File: config.mk
export PLATFORM = sky130hd
export DESIGN_NAME = hpc_cycle_gen
export DESIGN_NICKNAME = d
export VERILOG_FILES = /design/src/hw/hpc_pkg.sv /design/src/hw/hpc_cycle_gen.sv /design/src/hw/hpc_endian.sv
export VERILOG_INCLUDE_DIRS = /design/src /design/src/hw
export SDC_FILE = /design/constraint.sdc
export NUM_CORES = 1
export LEC_CHECK = 0
export BUFFER_PORTS_ARGS = -buffer_cell sky130_fd_sc_hd__clkbuf_2
export CAP_MARGIN = 20
export CORE_MARGIN = 10
export CORE_UTILIZATION = 57
export DETAILED_ROUTE_END_ITERATION = 12
export PLACE_DENSITY = 0.81
export SKIP_LAST_GASP = 1
export SLEW_MARGIN = 20
export SYNTH_ARGS = -nofsm -noshare
export SYNTH_HDL_FRONTEND = slang
export SYNTH_HIERARCHICAL = 1
export SYNTH_SLANG_ARGS = --single-unit
File: constraint.sdc
create_clock -name MCLK_I -period 7.9 [get_ports MCLK_I]
set_clock_uncertainty 0.1 [all_clocks]
set_input_delay 0.395 -clock MCLK_I [delete_from_list [all_inputs] [get_ports MCLK_I]]
set_output_delay 0.395 -clock MCLK_I [all_outputs]
set_load 0.05 [all_outputs]
File: src/hw/hpc_cfg.svh
// Constants of the host to PCI cycle generator: offsets, encodings, reset values
`ifndef HPC_CFG_SVH
`define HPC_CFG_SVH

// Configuration port offsets within PCI I/O space
`define HPC_CFG_PTR_OFS      32'h0000_0CF8
`define HPC_CFG_DAT_OFS      32'h0000_0CFC
// Processor address of the interrupt acknowledge read register
`define HPC_IACK_ADDR        32'hFEFF_0030

// PCI command codes on C/BE during the address phase
`define HPC_CMD_IACK         4'h0
`define HPC_CMD_SPECIAL      4'h1
`define HPC_CMD_IO_RD        4'h2
`define HPC_CMD_IO_WR        4'h3
`define HPC_CMD_MEM_RD       4'h6
`define HPC_CMD_MEM_WR       4'h7
`define HPC_CMD_CFG_RD       4'hA
`define HPC_CMD_CFG_WR       4'hB

// Configuration pointer field positions
`define HPC_PTR_EN_BIT       31
`define HPC_PTR_BUS_HI       23
`define HPC_PTR_BUS_LO       16
`define HPC_PTR_DEV_HI       15
`define HPC_PTR_DEV_LO       11
`define HPC_PTR_FUNC_HI      10
`define HPC_PTR_FUNC_LO      8
`define HPC_PTR_REG_HI       7
`define HPC_PTR_REG_LO       2
// Special cycle encoding: bus 0, device all ones, function all ones, register 0
`define HPC_SPECIAL_PTR      32'h8000_FF00
`define HPC_PTR_RESET        32'h0000_0000

// Device numbers: first that maps to AD11, and the one that maps to AD31
`define HPC_DEV_FIRST_IDSEL  5'h0B
`define HPC_DEV_AD31         5'h00
`define HPC_DEV_NONE         5'h1F
`define HPC_IDSEL_LOW_AD     11

// Window 3 reset values (upper 16 address bits): PCI I/O 0 at 0x80000000
`define HPC_WIN3_START_RST   16'h8000
`define HPC_WIN3_END_RST     16'hBFFF
`define HPC_WIN3_OFS_RST     16'h8000
`define HPC_WIN_IO_INDEX     2'h3

// Little-endian address XOR masks per operand size
`define HPC_LE_XOR_1         3'h7
`define HPC_LE_XOR_2         3'h6
`define HPC_LE_XOR_4         3'h4
`define HPC_LE_XOR_8         3'h0

`endif

File: src/hw/hpc_pkg.sv
// Types and shared functions of the host to PCI cycle generator
`include "hpc_cfg.svh"

package hpc_pkg;

    // Outbound sequencer states
    typedef enum logic [1:0] {
        HPC_IDLE  = 2'b00,
        HPC_ISSUE = 2'b01,
        HPC_RESP  = 2'b10
    } hpc_state_t;

    // One outbound window
    typedef struct packed {
        logic        en;     // Window decodes
        logic        mem;    // Memory select
        logic        io_spread_select;    // Spread I/O select
        logic [15:0] start;  // First upper address
        logic [15:0] stop;   // Last upper address
        logic [15:0] ofs;    // Upper address offset
    } hpc_win_t;

    // Little-endian address fix for a given operand size in bytes
    function automatic logic [2:0] hpc_le_mask(input logic [3:0] size);
        case (size)
            4'h1:    hpc_le_mask = `HPC_LE_XOR_1;
            4'h2:    hpc_le_mask = `HPC_LE_XOR_2;
            4'h4:    hpc_le_mask = `HPC_LE_XOR_4;
            default: hpc_le_mask = `HPC_LE_XOR_8;
        endcase
    endfunction

endpackage

File: src/hw/hpc_cycle_gen.sv
// Host to PCI cycle generator: windows, configuration port, special and IACK cycles
//
// Summary of operation
// - Window mem and spread bits pick cycle kind
// - Memory select: address plus offset, memory cycle
// - Both clear: contiguous I/O, address plus offset
// - Spread I/O: offset then spread translation
// - Pointer write local; data access makes cycle
// - Bad pointer or width: plain I/O
// - Pointer at CF8, data at CFC
// - Only window 3 reaches I/O configuration
// - Register and function go on low bits
// - Upper twenty-one address lines carry device select
// - Device number decodes to at most one AD line
// - Bus zero Type 0, nonzero Type 1
// - Special pointer then data write: special cycle
// - IACK read: one cycle, its enables, vector
// - Big mode swaps data both directions
// - Little mode XORs low address by size
// - Unaligned PCI transfers split into aligned
`timescale 1ns/1ps
`default_nettype none
`include "hpc_cfg.svh"

module hpc_cycle_gen (
    input  wire logic        MCLK_I,        // Bridge clock
    input  wire logic        RST_N_I,       // Asynchronous reset, low
    input  wire logic        BIG_END_I,     // Big-endian mode
    input  wire logic        WIN_LOAD_I,    // Load one window
    input  wire logic [1:0]  WIN_IDX_I,     // Window to load
    input  wire logic        WIN_EN_I,      // Window enable
    input  wire logic        WIN_MEM_I,     // Memory select
    input  wire logic        WIN_IOM_I,     // io_spread_select
    input  wire logic [15:0] WIN_START_I,   // Window start, upper bits
    input  wire logic [15:0] WIN_STOP_I,    // Window end, upper bits
    input  wire logic [15:0] WIN_OFS_I,     // outbound_window_offset
    input  wire logic        REQ_VALID_I,   // Processor request
    output logic             REQ_READY_O,   // Request accepted
    input  wire logic        REQ_WRITE_I,   // Write when high
    input  wire logic [31:0] REQ_ADDR_I,    // Processor address
    input  wire logic [3:0]  REQ_SIZE_I,    // Bytes: 1, 2, 4, 8
    input  wire logic [63:0] REQ_WDATA_I,   // Write data
    output logic             RSP_VALID_O,   // Answer pulse
    output logic             RSP_MISS_O,    // No window hit
    output logic      [63:0] RSP_RDATA_O,   // Read data
    output logic             PCI_START_O,   // Cycle launch pulse
    output logic      [3:0]  PCI_CMD_O,     // PCI command
    output logic      [31:0] PCI_ADDR_O,    // PCI address phase
    output logic      [7:0]  PCI_BE_O,      // PCI byte enables
    output logic      [63:0] PCI_WDATA_O,   // PCI write data
    input  wire logic        PCI_DONE_I,    // Cycle finished
    input  wire logic [63:0] PCI_RDATA_I,   // PCI read data
    input  wire logic        IN_VALID_I,    // PCI-originated transfer
    output logic             IN_READY_O,    // Transfer taken
    input  wire logic [31:0] IN_ADDR_I,     // Start address
    input  wire logic [3:0]  IN_LEN_I,      // Length in bytes, 1 to 8
    output logic             SPL_VALID_O,   // Aligned piece valid
    input  wire logic        SPL_READY_I,   // Piece taken
    output logic      [31:0] SPL_ADDR_O,    // Piece processor address
    output logic      [3:0]  SPL_SIZE_O     // Piece size in bytes
);

    // =========================================================
    // Functions
    // =========================================================
    // Spread I/O: each 4 KB processor page holds 32 bytes of one device
    function automatic logic [31:0] spread_io(input logic [31:0] a);
        spread_io = {7'h00, a[31:12], a[4:0]};
    endfunction

    // Device number to IDSEL line among AD31..AD11
    function automatic logic [20:0] idsel_of(input logic [4:0] dev);
        idsel_of = 21'h00000;
        if (dev == `HPC_DEV_AD31) begin
            idsel_of[20] = 1'b1;
        end else if (dev >= `HPC_DEV_FIRST_IDSEL && dev != `HPC_DEV_NONE) begin
            idsel_of[dev - `HPC_DEV_FIRST_IDSEL] = 1'b1;
        end
    endfunction

    // Largest aligned piece not beyond the bytes left
    function automatic logic [3:0] piece_of(input logic [2:0] a, input logic [3:0] left);
        if (a == 3'h0 && left >= 4'h8) begin
            piece_of = 4'h8;
        end else if (a[1:0] == 2'h0 && left >= 4'h4) begin
            piece_of = 4'h4;
        end else if (a[0] == 1'b0 && left >= 4'h2) begin
            piece_of = 4'h2;
        end else begin
            piece_of = 4'h1;
        end
    endfunction

    // =========================================================
    // Declarations
    // =========================================================
    hpc_pkg::hpc_win_t   win_q [4];      // Outbound windows
    hpc_pkg::hpc_state_t state_q;        // Sequencer state
    logic [31:0]         ptr_q;          // cfg_target_pointer
    logic [31:0]         e_addr;         // Address after endian unit
    logic [7:0]          e_be;           // Enables after endian unit
    logic [63:0]         e_wdata;        // Write data after endian unit
    logic [63:0]         r_data;         // Read data after endian unit
    logic [7:0]          raw_be;         // Enables from size and address
    logic                hit;            // Some window decodes
    logic [1:0]          hit_idx;        // First hitting window
    logic [31:0]         pci_a;          // Translated PCI address
    logic                io_win3;        // I/O through window 3
    logic                width_ok;       // 1, 2 or 4 bytes
    logic                is_ptr;         // Pointer access
    logic                is_dat;         // Data window access
    logic                ptr_ok;         // Pointer enable set
    logic                is_iack;        // IACK read
    logic [31:0]         ptr_wword;      // Merged pointer write word
    logic [3:0]          cmd_d;          // Command to launch
    logic [31:0]         addr_d;         // Address to launch
    logic                take;           // Request taken this cycle
    logic                local_d;        // Answered without PCI
    logic [63:0]         word_d;         // Local read data

    // =========================================================
    // Window registers
    // =========================================================
    // Window 3 comes up mapping PCI I/O, the others disabled
    always_ff @(posedge MCLK_I or negedge RST_N_I) begin
        if (!RST_N_I) begin
            for (int i = 0; i < 3; i++) begin
                win_q[i] <= '0;
            end
            win_q[3] <= '{en: 1'b1, mem: 1'b0, io_spread_select: 1'b0, start: `HPC_WIN3_START_RST,
                          stop: `HPC_WIN3_END_RST, ofs: `HPC_WIN3_OFS_RST};
        end else if (WIN_LOAD_I) begin
            win_q[WIN_IDX_I] <= '{en: WIN_EN_I, mem: WIN_MEM_I, io_spread_select: WIN_IOM_I,
                                  start: WIN_START_I, stop: WIN_STOP_I, ofs: WIN_OFS_I};
        end
    end

    // =========================================================
    // Endian conversion, both directions
    // =========================================================
    // Lanes follow processor address before any fix
    assign raw_be = 8'((16'h00FF >> (5'd8 - {1'b0, REQ_SIZE_I})) << REQ_ADDR_I[2:0]);

    hpc_endian u_end_out (
        .big_i  (BIG_END_I),
        .size_i (REQ_SIZE_I),
        .addr_i (REQ_ADDR_I),
        .be_i   (raw_be),
        .data_i (REQ_WDATA_I),
        .addr_o (e_addr),
        .be_o   (e_be),
        .data_o (e_wdata)
    );

    hpc_endian u_end_in (
        .big_i  (BIG_END_I),
        .size_i (REQ_SIZE_I),
        .addr_i (REQ_ADDR_I),
        .be_i   (8'h00),
        .data_i (PCI_RDATA_I),
        .addr_o (),
        .be_o   (),
        .data_o (r_data)
    );

    // =========================================================
    // Decode and translation
    // =========================================================
    // Lowest hitting window wins; its mem and spread bits pick the kind
    always_comb begin
        hit     = 1'b0;
        hit_idx = 2'h0;
        for (int i = 3; i >= 0; i--) begin
            if (win_q[i].en && e_addr[31:16] >= win_q[i].start
                            && e_addr[31:16] <= win_q[i].stop) begin
                hit     = 1'b1;
                hit_idx = 2'(i);
            end
        end
        pci_a = e_addr + {win_q[hit_idx].ofs, 16'h0000};
        if (!win_q[hit_idx].mem && win_q[hit_idx].io_spread_select) begin
            pci_a = spread_io(pci_a);
        end
    end

    assign is_iack  = !REQ_WRITE_I && REQ_ADDR_I == `HPC_IACK_ADDR;
    assign io_win3  = hit && hit_idx == `HPC_WIN_IO_INDEX && !win_q[hit_idx].mem;
    assign width_ok = REQ_SIZE_I == 4'h1 || REQ_SIZE_I == 4'h2 || REQ_SIZE_I == 4'h4;
    assign is_ptr   = io_win3 && width_ok && {pci_a[31:2], 2'b00} == `HPC_CFG_PTR_OFS;
    assign is_dat   = io_win3 && width_ok && {pci_a[31:2], 2'b00} == `HPC_CFG_DAT_OFS;
    assign ptr_ok   = ptr_q[`HPC_PTR_EN_BIT];

    // Pointer bypasses the endian swap; lanes follow the processor address
    always_comb begin
        ptr_wword = ptr_q;
        for (int b = 0; b < 4; b++) begin
            if (raw_be[{REQ_ADDR_I[2], 2'(b)}]) begin
                ptr_wword[8*b +: 8] = REQ_WDATA_I[{REQ_ADDR_I[2], 2'(b), 3'h0} +: 8];
            end
        end
    end

    // Command and address for the cycle about to launch
    always_comb begin
        cmd_d   = REQ_WRITE_I ? `HPC_CMD_IO_WR : `HPC_CMD_IO_RD;
        addr_d  = pci_a;
        local_d = !hit && !is_iack;
        if (is_iack) begin
            cmd_d = `HPC_CMD_IACK;
        end else if (is_ptr) begin
            local_d = 1'b1;
        end else if (is_dat && ptr_ok) begin
            if (REQ_WRITE_I && ptr_q == `HPC_SPECIAL_PTR) begin
                cmd_d = `HPC_CMD_SPECIAL;
            end else begin
                cmd_d = REQ_WRITE_I ? `HPC_CMD_CFG_WR : `HPC_CMD_CFG_RD;
            end
            if (ptr_q[`HPC_PTR_BUS_HI:`HPC_PTR_BUS_LO] != 8'h00) begin
                addr_d = {8'h00, ptr_q[23:2], 2'b01};
            end else begin
                addr_d = {idsel_of(ptr_q[`HPC_PTR_DEV_HI:`HPC_PTR_DEV_LO]),
                          ptr_q[`HPC_PTR_FUNC_HI:`HPC_PTR_FUNC_LO],
                          ptr_q[`HPC_PTR_REG_HI:`HPC_PTR_REG_LO], 2'b00};
            end
        end else if (win_q[hit_idx].mem) begin
            cmd_d = REQ_WRITE_I ? `HPC_CMD_MEM_WR : `HPC_CMD_MEM_RD;
        end
        word_d = {ptr_q, ptr_q};
    end

    // =========================================================
    // Outbound sequencer
    // =========================================================
    assign REQ_READY_O = state_q == hpc_pkg::HPC_IDLE;
    assign take        = REQ_VALID_I && REQ_READY_O;

    // Idle takes a request; issue waits for done; resp answers
    always_ff @(posedge MCLK_I or negedge RST_N_I) begin
        if (!RST_N_I) begin
            state_q <= hpc_pkg::HPC_IDLE;
        end else begin
            unique case (state_q)
                hpc_pkg::HPC_IDLE: begin
                    if (take) begin
                        state_q <= local_d ? hpc_pkg::HPC_RESP : hpc_pkg::HPC_ISSUE;
                    end
                end
                hpc_pkg::HPC_ISSUE: begin
                    if (PCI_DONE_I) begin
                        state_q <= hpc_pkg::HPC_RESP;
                    end
                end
                hpc_pkg::HPC_RESP: begin
                    state_q <= hpc_pkg::HPC_IDLE;
                end
            endcase
        end
    end

    // Pointer is written locally and never produces a cycle
    always_ff @(posedge MCLK_I or negedge RST_N_I) begin
        if (!RST_N_I) begin
            ptr_q <= `HPC_PTR_RESET;
        end else if (take && is_ptr && REQ_WRITE_I && !is_iack) begin
            ptr_q <= ptr_wword;
        end
    end

    // Launch registers: one start pulse per non-local request
    always_ff @(posedge MCLK_I or negedge RST_N_I) begin
        if (!RST_N_I) begin
            PCI_START_O <= 1'b0;
            PCI_CMD_O   <= 4'h0;
            PCI_ADDR_O  <= 32'h0000_0000;
            PCI_BE_O    <= 8'h00;
            PCI_WDATA_O <= 64'h0;
        end else begin
            PCI_START_O <= take && !local_d;
            if (take && !local_d) begin
                PCI_CMD_O   <= cmd_d;
                PCI_ADDR_O  <= addr_d;
                PCI_BE_O    <= e_be;
                PCI_WDATA_O <= e_wdata;
            end
        end
    end

    // Answer: local pointer data, miss, or PCI read data after the endian unit
    always_ff @(posedge MCLK_I or negedge RST_N_I) begin
        if (!RST_N_I) begin
            RSP_VALID_O <= 1'b0;
            RSP_MISS_O  <= 1'b0;
            RSP_RDATA_O <= 64'h0;
        end else begin
            RSP_VALID_O <= state_q == hpc_pkg::HPC_RESP;
            if (take && local_d) begin
                RSP_MISS_O  <= !hit;
                RSP_RDATA_O <= hit ? word_d : 64'h0;
            end else if (state_q == hpc_pkg::HPC_ISSUE && PCI_DONE_I) begin
                RSP_MISS_O  <= 1'b0;
                RSP_RDATA_O <= r_data;
            end
        end
    end

    // =========================================================
    // Inbound splitter
    // =========================================================
    logic [31:0] in_addr_q;  // Next piece address
    logic [3:0]  in_left_q;  // Bytes still to send
    logic [3:0]  pc;         // Current piece size

    assign pc          = piece_of(in_addr_q[2:0], in_left_q);
    assign SPL_VALID_O = in_left_q != 4'h0;
    assign IN_READY_O  = in_left_q == 4'h0;

    // Pieces carry the little-endian address fix for their own size
    assign SPL_ADDR_O = BIG_END_I ? in_addr_q
                      : {in_addr_q[31:3], in_addr_q[2:0] ^ hpc_pkg::hpc_le_mask(pc)};
    assign SPL_SIZE_O = pc;

    // Walk the transfer in aligned pieces
    always_ff @(posedge MCLK_I or negedge RST_N_I) begin
        if (!RST_N_I) begin
            in_addr_q <= 32'h0000_0000;
            in_left_q <= 4'h0;
        end else if (IN_VALID_I && IN_READY_O) begin
            in_addr_q <= IN_ADDR_I;
            in_left_q <= IN_LEN_I;
        end else if (SPL_VALID_O && SPL_READY_I) begin
            in_addr_q <= in_addr_q + {28'h0, pc};
            in_left_q <= in_left_q - pc;
        end
    end
endmodule

`default_nettype wire

File: src/hw/hpc_endian.sv
// Endian unit: big-endian lane reversal or little-endian address fix
`timescale 1ns/1ps
`default_nettype none

module hpc_endian (
    input  wire logic        big_i,   // Big-endian mode
    input  wire logic [3:0]  size_i,  // Operand size in bytes
    input  wire logic [31:0] addr_i,  // Incoming address
    input  wire logic [7:0]  be_i,    // Incoming byte enables
    input  wire logic [63:0] data_i,  // Incoming data
    output logic      [31:0] addr_o,  // Outgoing address
    output logic      [7:0]  be_o,    // Outgoing byte enables
    output logic      [63:0] data_o   // Outgoing data
);

    // =========================================================
    // Lane reversal and address modification
    // =========================================================
    // Big mode swaps all eight lanes and leaves the address; little mode the reverse
    always_comb begin
        addr_o = addr_i;
        be_o   = be_i;
        data_o = data_i;
        if (big_i) begin
            for (int i = 0; i < 8; i++) begin
                data_o[8*i +: 8] = data_i[8*(7-i) +: 8];
                be_o[i]          = be_i[7-i];
            end
        end else begin
            addr_o[2:0] = addr_i[2:0] ^ hpc_pkg::hpc_le_mask(size_i);
        end
    end

endmodule

`default_nettype wire

==> flow_summary.yaml <==
critical_path:
  cp_max_fo: 26
  r2r_slack_ns: 0.71
  r2r_end: "ptr_q[23]"
  endpoint_kind: "flop"
  worst_ep_required_time_ns: 8.27
  critPathKind: "flop to flop"
  endpoint: "ptr_q[23]"
  critPathArrivalTime_ns: 7.55
  ff2ff_path_depth: 26
  setup.worst_path.start: "win_q[17]"
  reg2reg_from: "win_q[17]"
  cp-start-kind: "flop"
detailed_routing:
  viasPerCell: 6.14
  wl_met3_um: 6310
  met2RoutedLength_um: 41900
  drc: 0
  totalWireLength_um: 88100
  wl_met1_um: 36500
  vias: 21900
  wire_per_inst_um: 24.7
  ant_nets: 0
  dr.pass1.iters: 6
  drt_iter0_markers: 1976
  highest_layer: "met5"
yosys:
  synth.cell_area_um2: 26700
  yosys_warnings: 6
  syn_area_per_cell_um2: 10.9
  syn_inst: 2445
  syn_nets: 2866
timing:
  slew_headroom: 0.234
  rsz0062_at_grt: "false"
  fmax_mhz: 139
  worst_slew_pin_slew_ns: 1.15
  min_period_ns: 7.19
  slew_violations: 0
  setup_tns_ns: 0
  period_share: 0.910
  setup_violations: 0
  finalHoldViolCount: 0
pwr:
  irDropWorstVdd_mv: 0.599
  p_per_area_nw_per_um2: 368
  power.leakage_nw: 15.5
floorplanning:
  die_area_um2: 55900
  core.rowCount: 79
  core_area_um2: 46500
  design.portCount: 476
  die_w_um: 236
  initial_core_util: 0.575
  fp.dieH_um: 236
placed_design:
  numPortBuffers: 475
  dpl.hpwl_um: 65600
  place_inst: 3390
  place.gp.congestion: 0.973
grt:
  track_usage: 0.304
  grt_start_max_net_pins: 166
  grt_pass1_wl_um: 135000
  grt_overflow: 0
  antenna_found_initial: 8
  grt_pass1_vias: 22700
clock_tree:
  cts_tree: "yes"
  clock-sinks: 449
  cts_hold_buf: 79
  path_clk_slew_ns: 0.07
  ctsResizeCount: 0
  cts-root-buf: "clkbuf_16"
  clock_latency_ns: 0.59
  cts_setup_buffers: 0
  cts_buffer_depth: 3
  cts_max_level: 2
  cts_buffers: 49
finish:
  final-instance-count-excl-fill: 3561
  area_growth_pct: 19.1
  final_layout_size_suffix_gt1_frac: 0.339
  fin_nets: 3334
job:
  maxCapViolCount: 0
min_path:
  hp-class: "primary input to flop"
status:
  status: "finished clean"
## worst max-delay path, stage by stage, from the launching register on
cell and delay, ns:
dfstp_2 0.53, inv_1 0.05, ha_1 0.28, nor2b_1 0.14
o211ai_1 0.11, a2111o_1 0.39, o211a_1 0.16, o211ai_1 0.56
o21ai_2 0.15, nand2_1 0.20, buf_4 0.32, nand2_1 0.09
nand2_1 0.06, nor2_1 0.04, a31oi_1 0.23, ha_1 0.34
o21ai_0 0.26, o21ai_1 0.12, a21oi_1 0.24, xnor2_1 0.18
or4_1 0.56, nor3_1 0.15, nand4_1 0.12, a2111o_1 0.33
a2111o_1 0.54, nor3_4 0.41, mux2_1 0.38
## cell usage in the layout (no fill, tap or decap), types with 29 or more instances in the layout
cell type / count
nor3_1: 29
nand2_1: 204
nand3_1: 30
mux2i_1: 89
ha_1: 156
o21ai_0: 120
nand4_1: 39
a21oi_1: 72
clkbuf_16: 51
mux2_1: 107
mux2_2: 371
inv_1: 159
clkbuf_2: 473
dlygate4sd3_1: 79
nor2_1: 59
dfrtp_1: 431
o2bb2ai_1: 65
## power breakdown
part	switching (mW)	internal [mW]	total (mW)	leakage [nW]
logic	4.00	1.67	5.67	9.13
clock network	0.974	1.49	2.46	0.859
registers	0.542	3.05	3.59	5.52
## worst min path at each step
stage / cells after the start / startpoint / slack [ns] / to
global route: 2 / WIN_OFS_I[3] / 0.03 / win_q[54]
finish: 2 / WIN_START_I[9] / 0.02 / win_q[41]
floorplan: 0 / RST_N_I / -0.0006 / PCI_ADDR_O[0]
global placement: 1 / RST_N_I / 0.37 / win_q[63]
detailed placement: 1 / RST_N_I / 0.38 / win_q[10]
CTS: 3 / WIN_START_I[13] / 0.001 / win_q[198]
## per-layer routing
metal,track usage,vias up
met3,0.0523,217
met1,0.393,10900
met4,0.123,10
li1,-,9719
met2,0.497,982
met5,0,-
## sequential cells by signal, summed over array words and instances, names as in the netlist, 8 cells and up
| register | flops |
|---|---|
| win_q | 204 |
| PCI_WDATA_O | 64 |
| RSP_RDATA_O | 64 |
| PCI_ADDR_O | 32 |
| in_addr_q | 32 |
| ptr_q | 32 |
| PCI_BE_O | 8 |
## cell type report
| cell class | instances | area (µm²) |
|---|---|---|
| antenna | 3 | 7.51 |
| clock buffer | 69 | 1460 |
| clock inverter | 20 | 264 |
| fill | 3359 | 14700 |
| inverter | 162 | 608 |
| multi-input combinational | 1667 | 14000 |
| sequential | 449 | 11300 |
| tap | 607 | 759 |
| timing repair buffer | 584 | 3480 |
## through the flow
stage / util / power, mW / hold slack, ns / cell area, µm² / setup slack [ns]
detailed placement: 0.630 / 9.17 / 0.379 / 29300 / 0.526
global route: 0.685 / 12.2 / 0.0261 / 31800 / 0.373
floorplan: - / 7.57 / -0.000591 / 26700 / 1.20
CTS: 0.684 / 11.7 / 0.00116 / 31800 / 0.763
finish: 0.685 / 11.7 / 0.0211 / 31800 / 0.712
global placement: 0.630 / 9.01 / 0.368 / 29300 / 0.604
(Power assumes the default switching activity.)
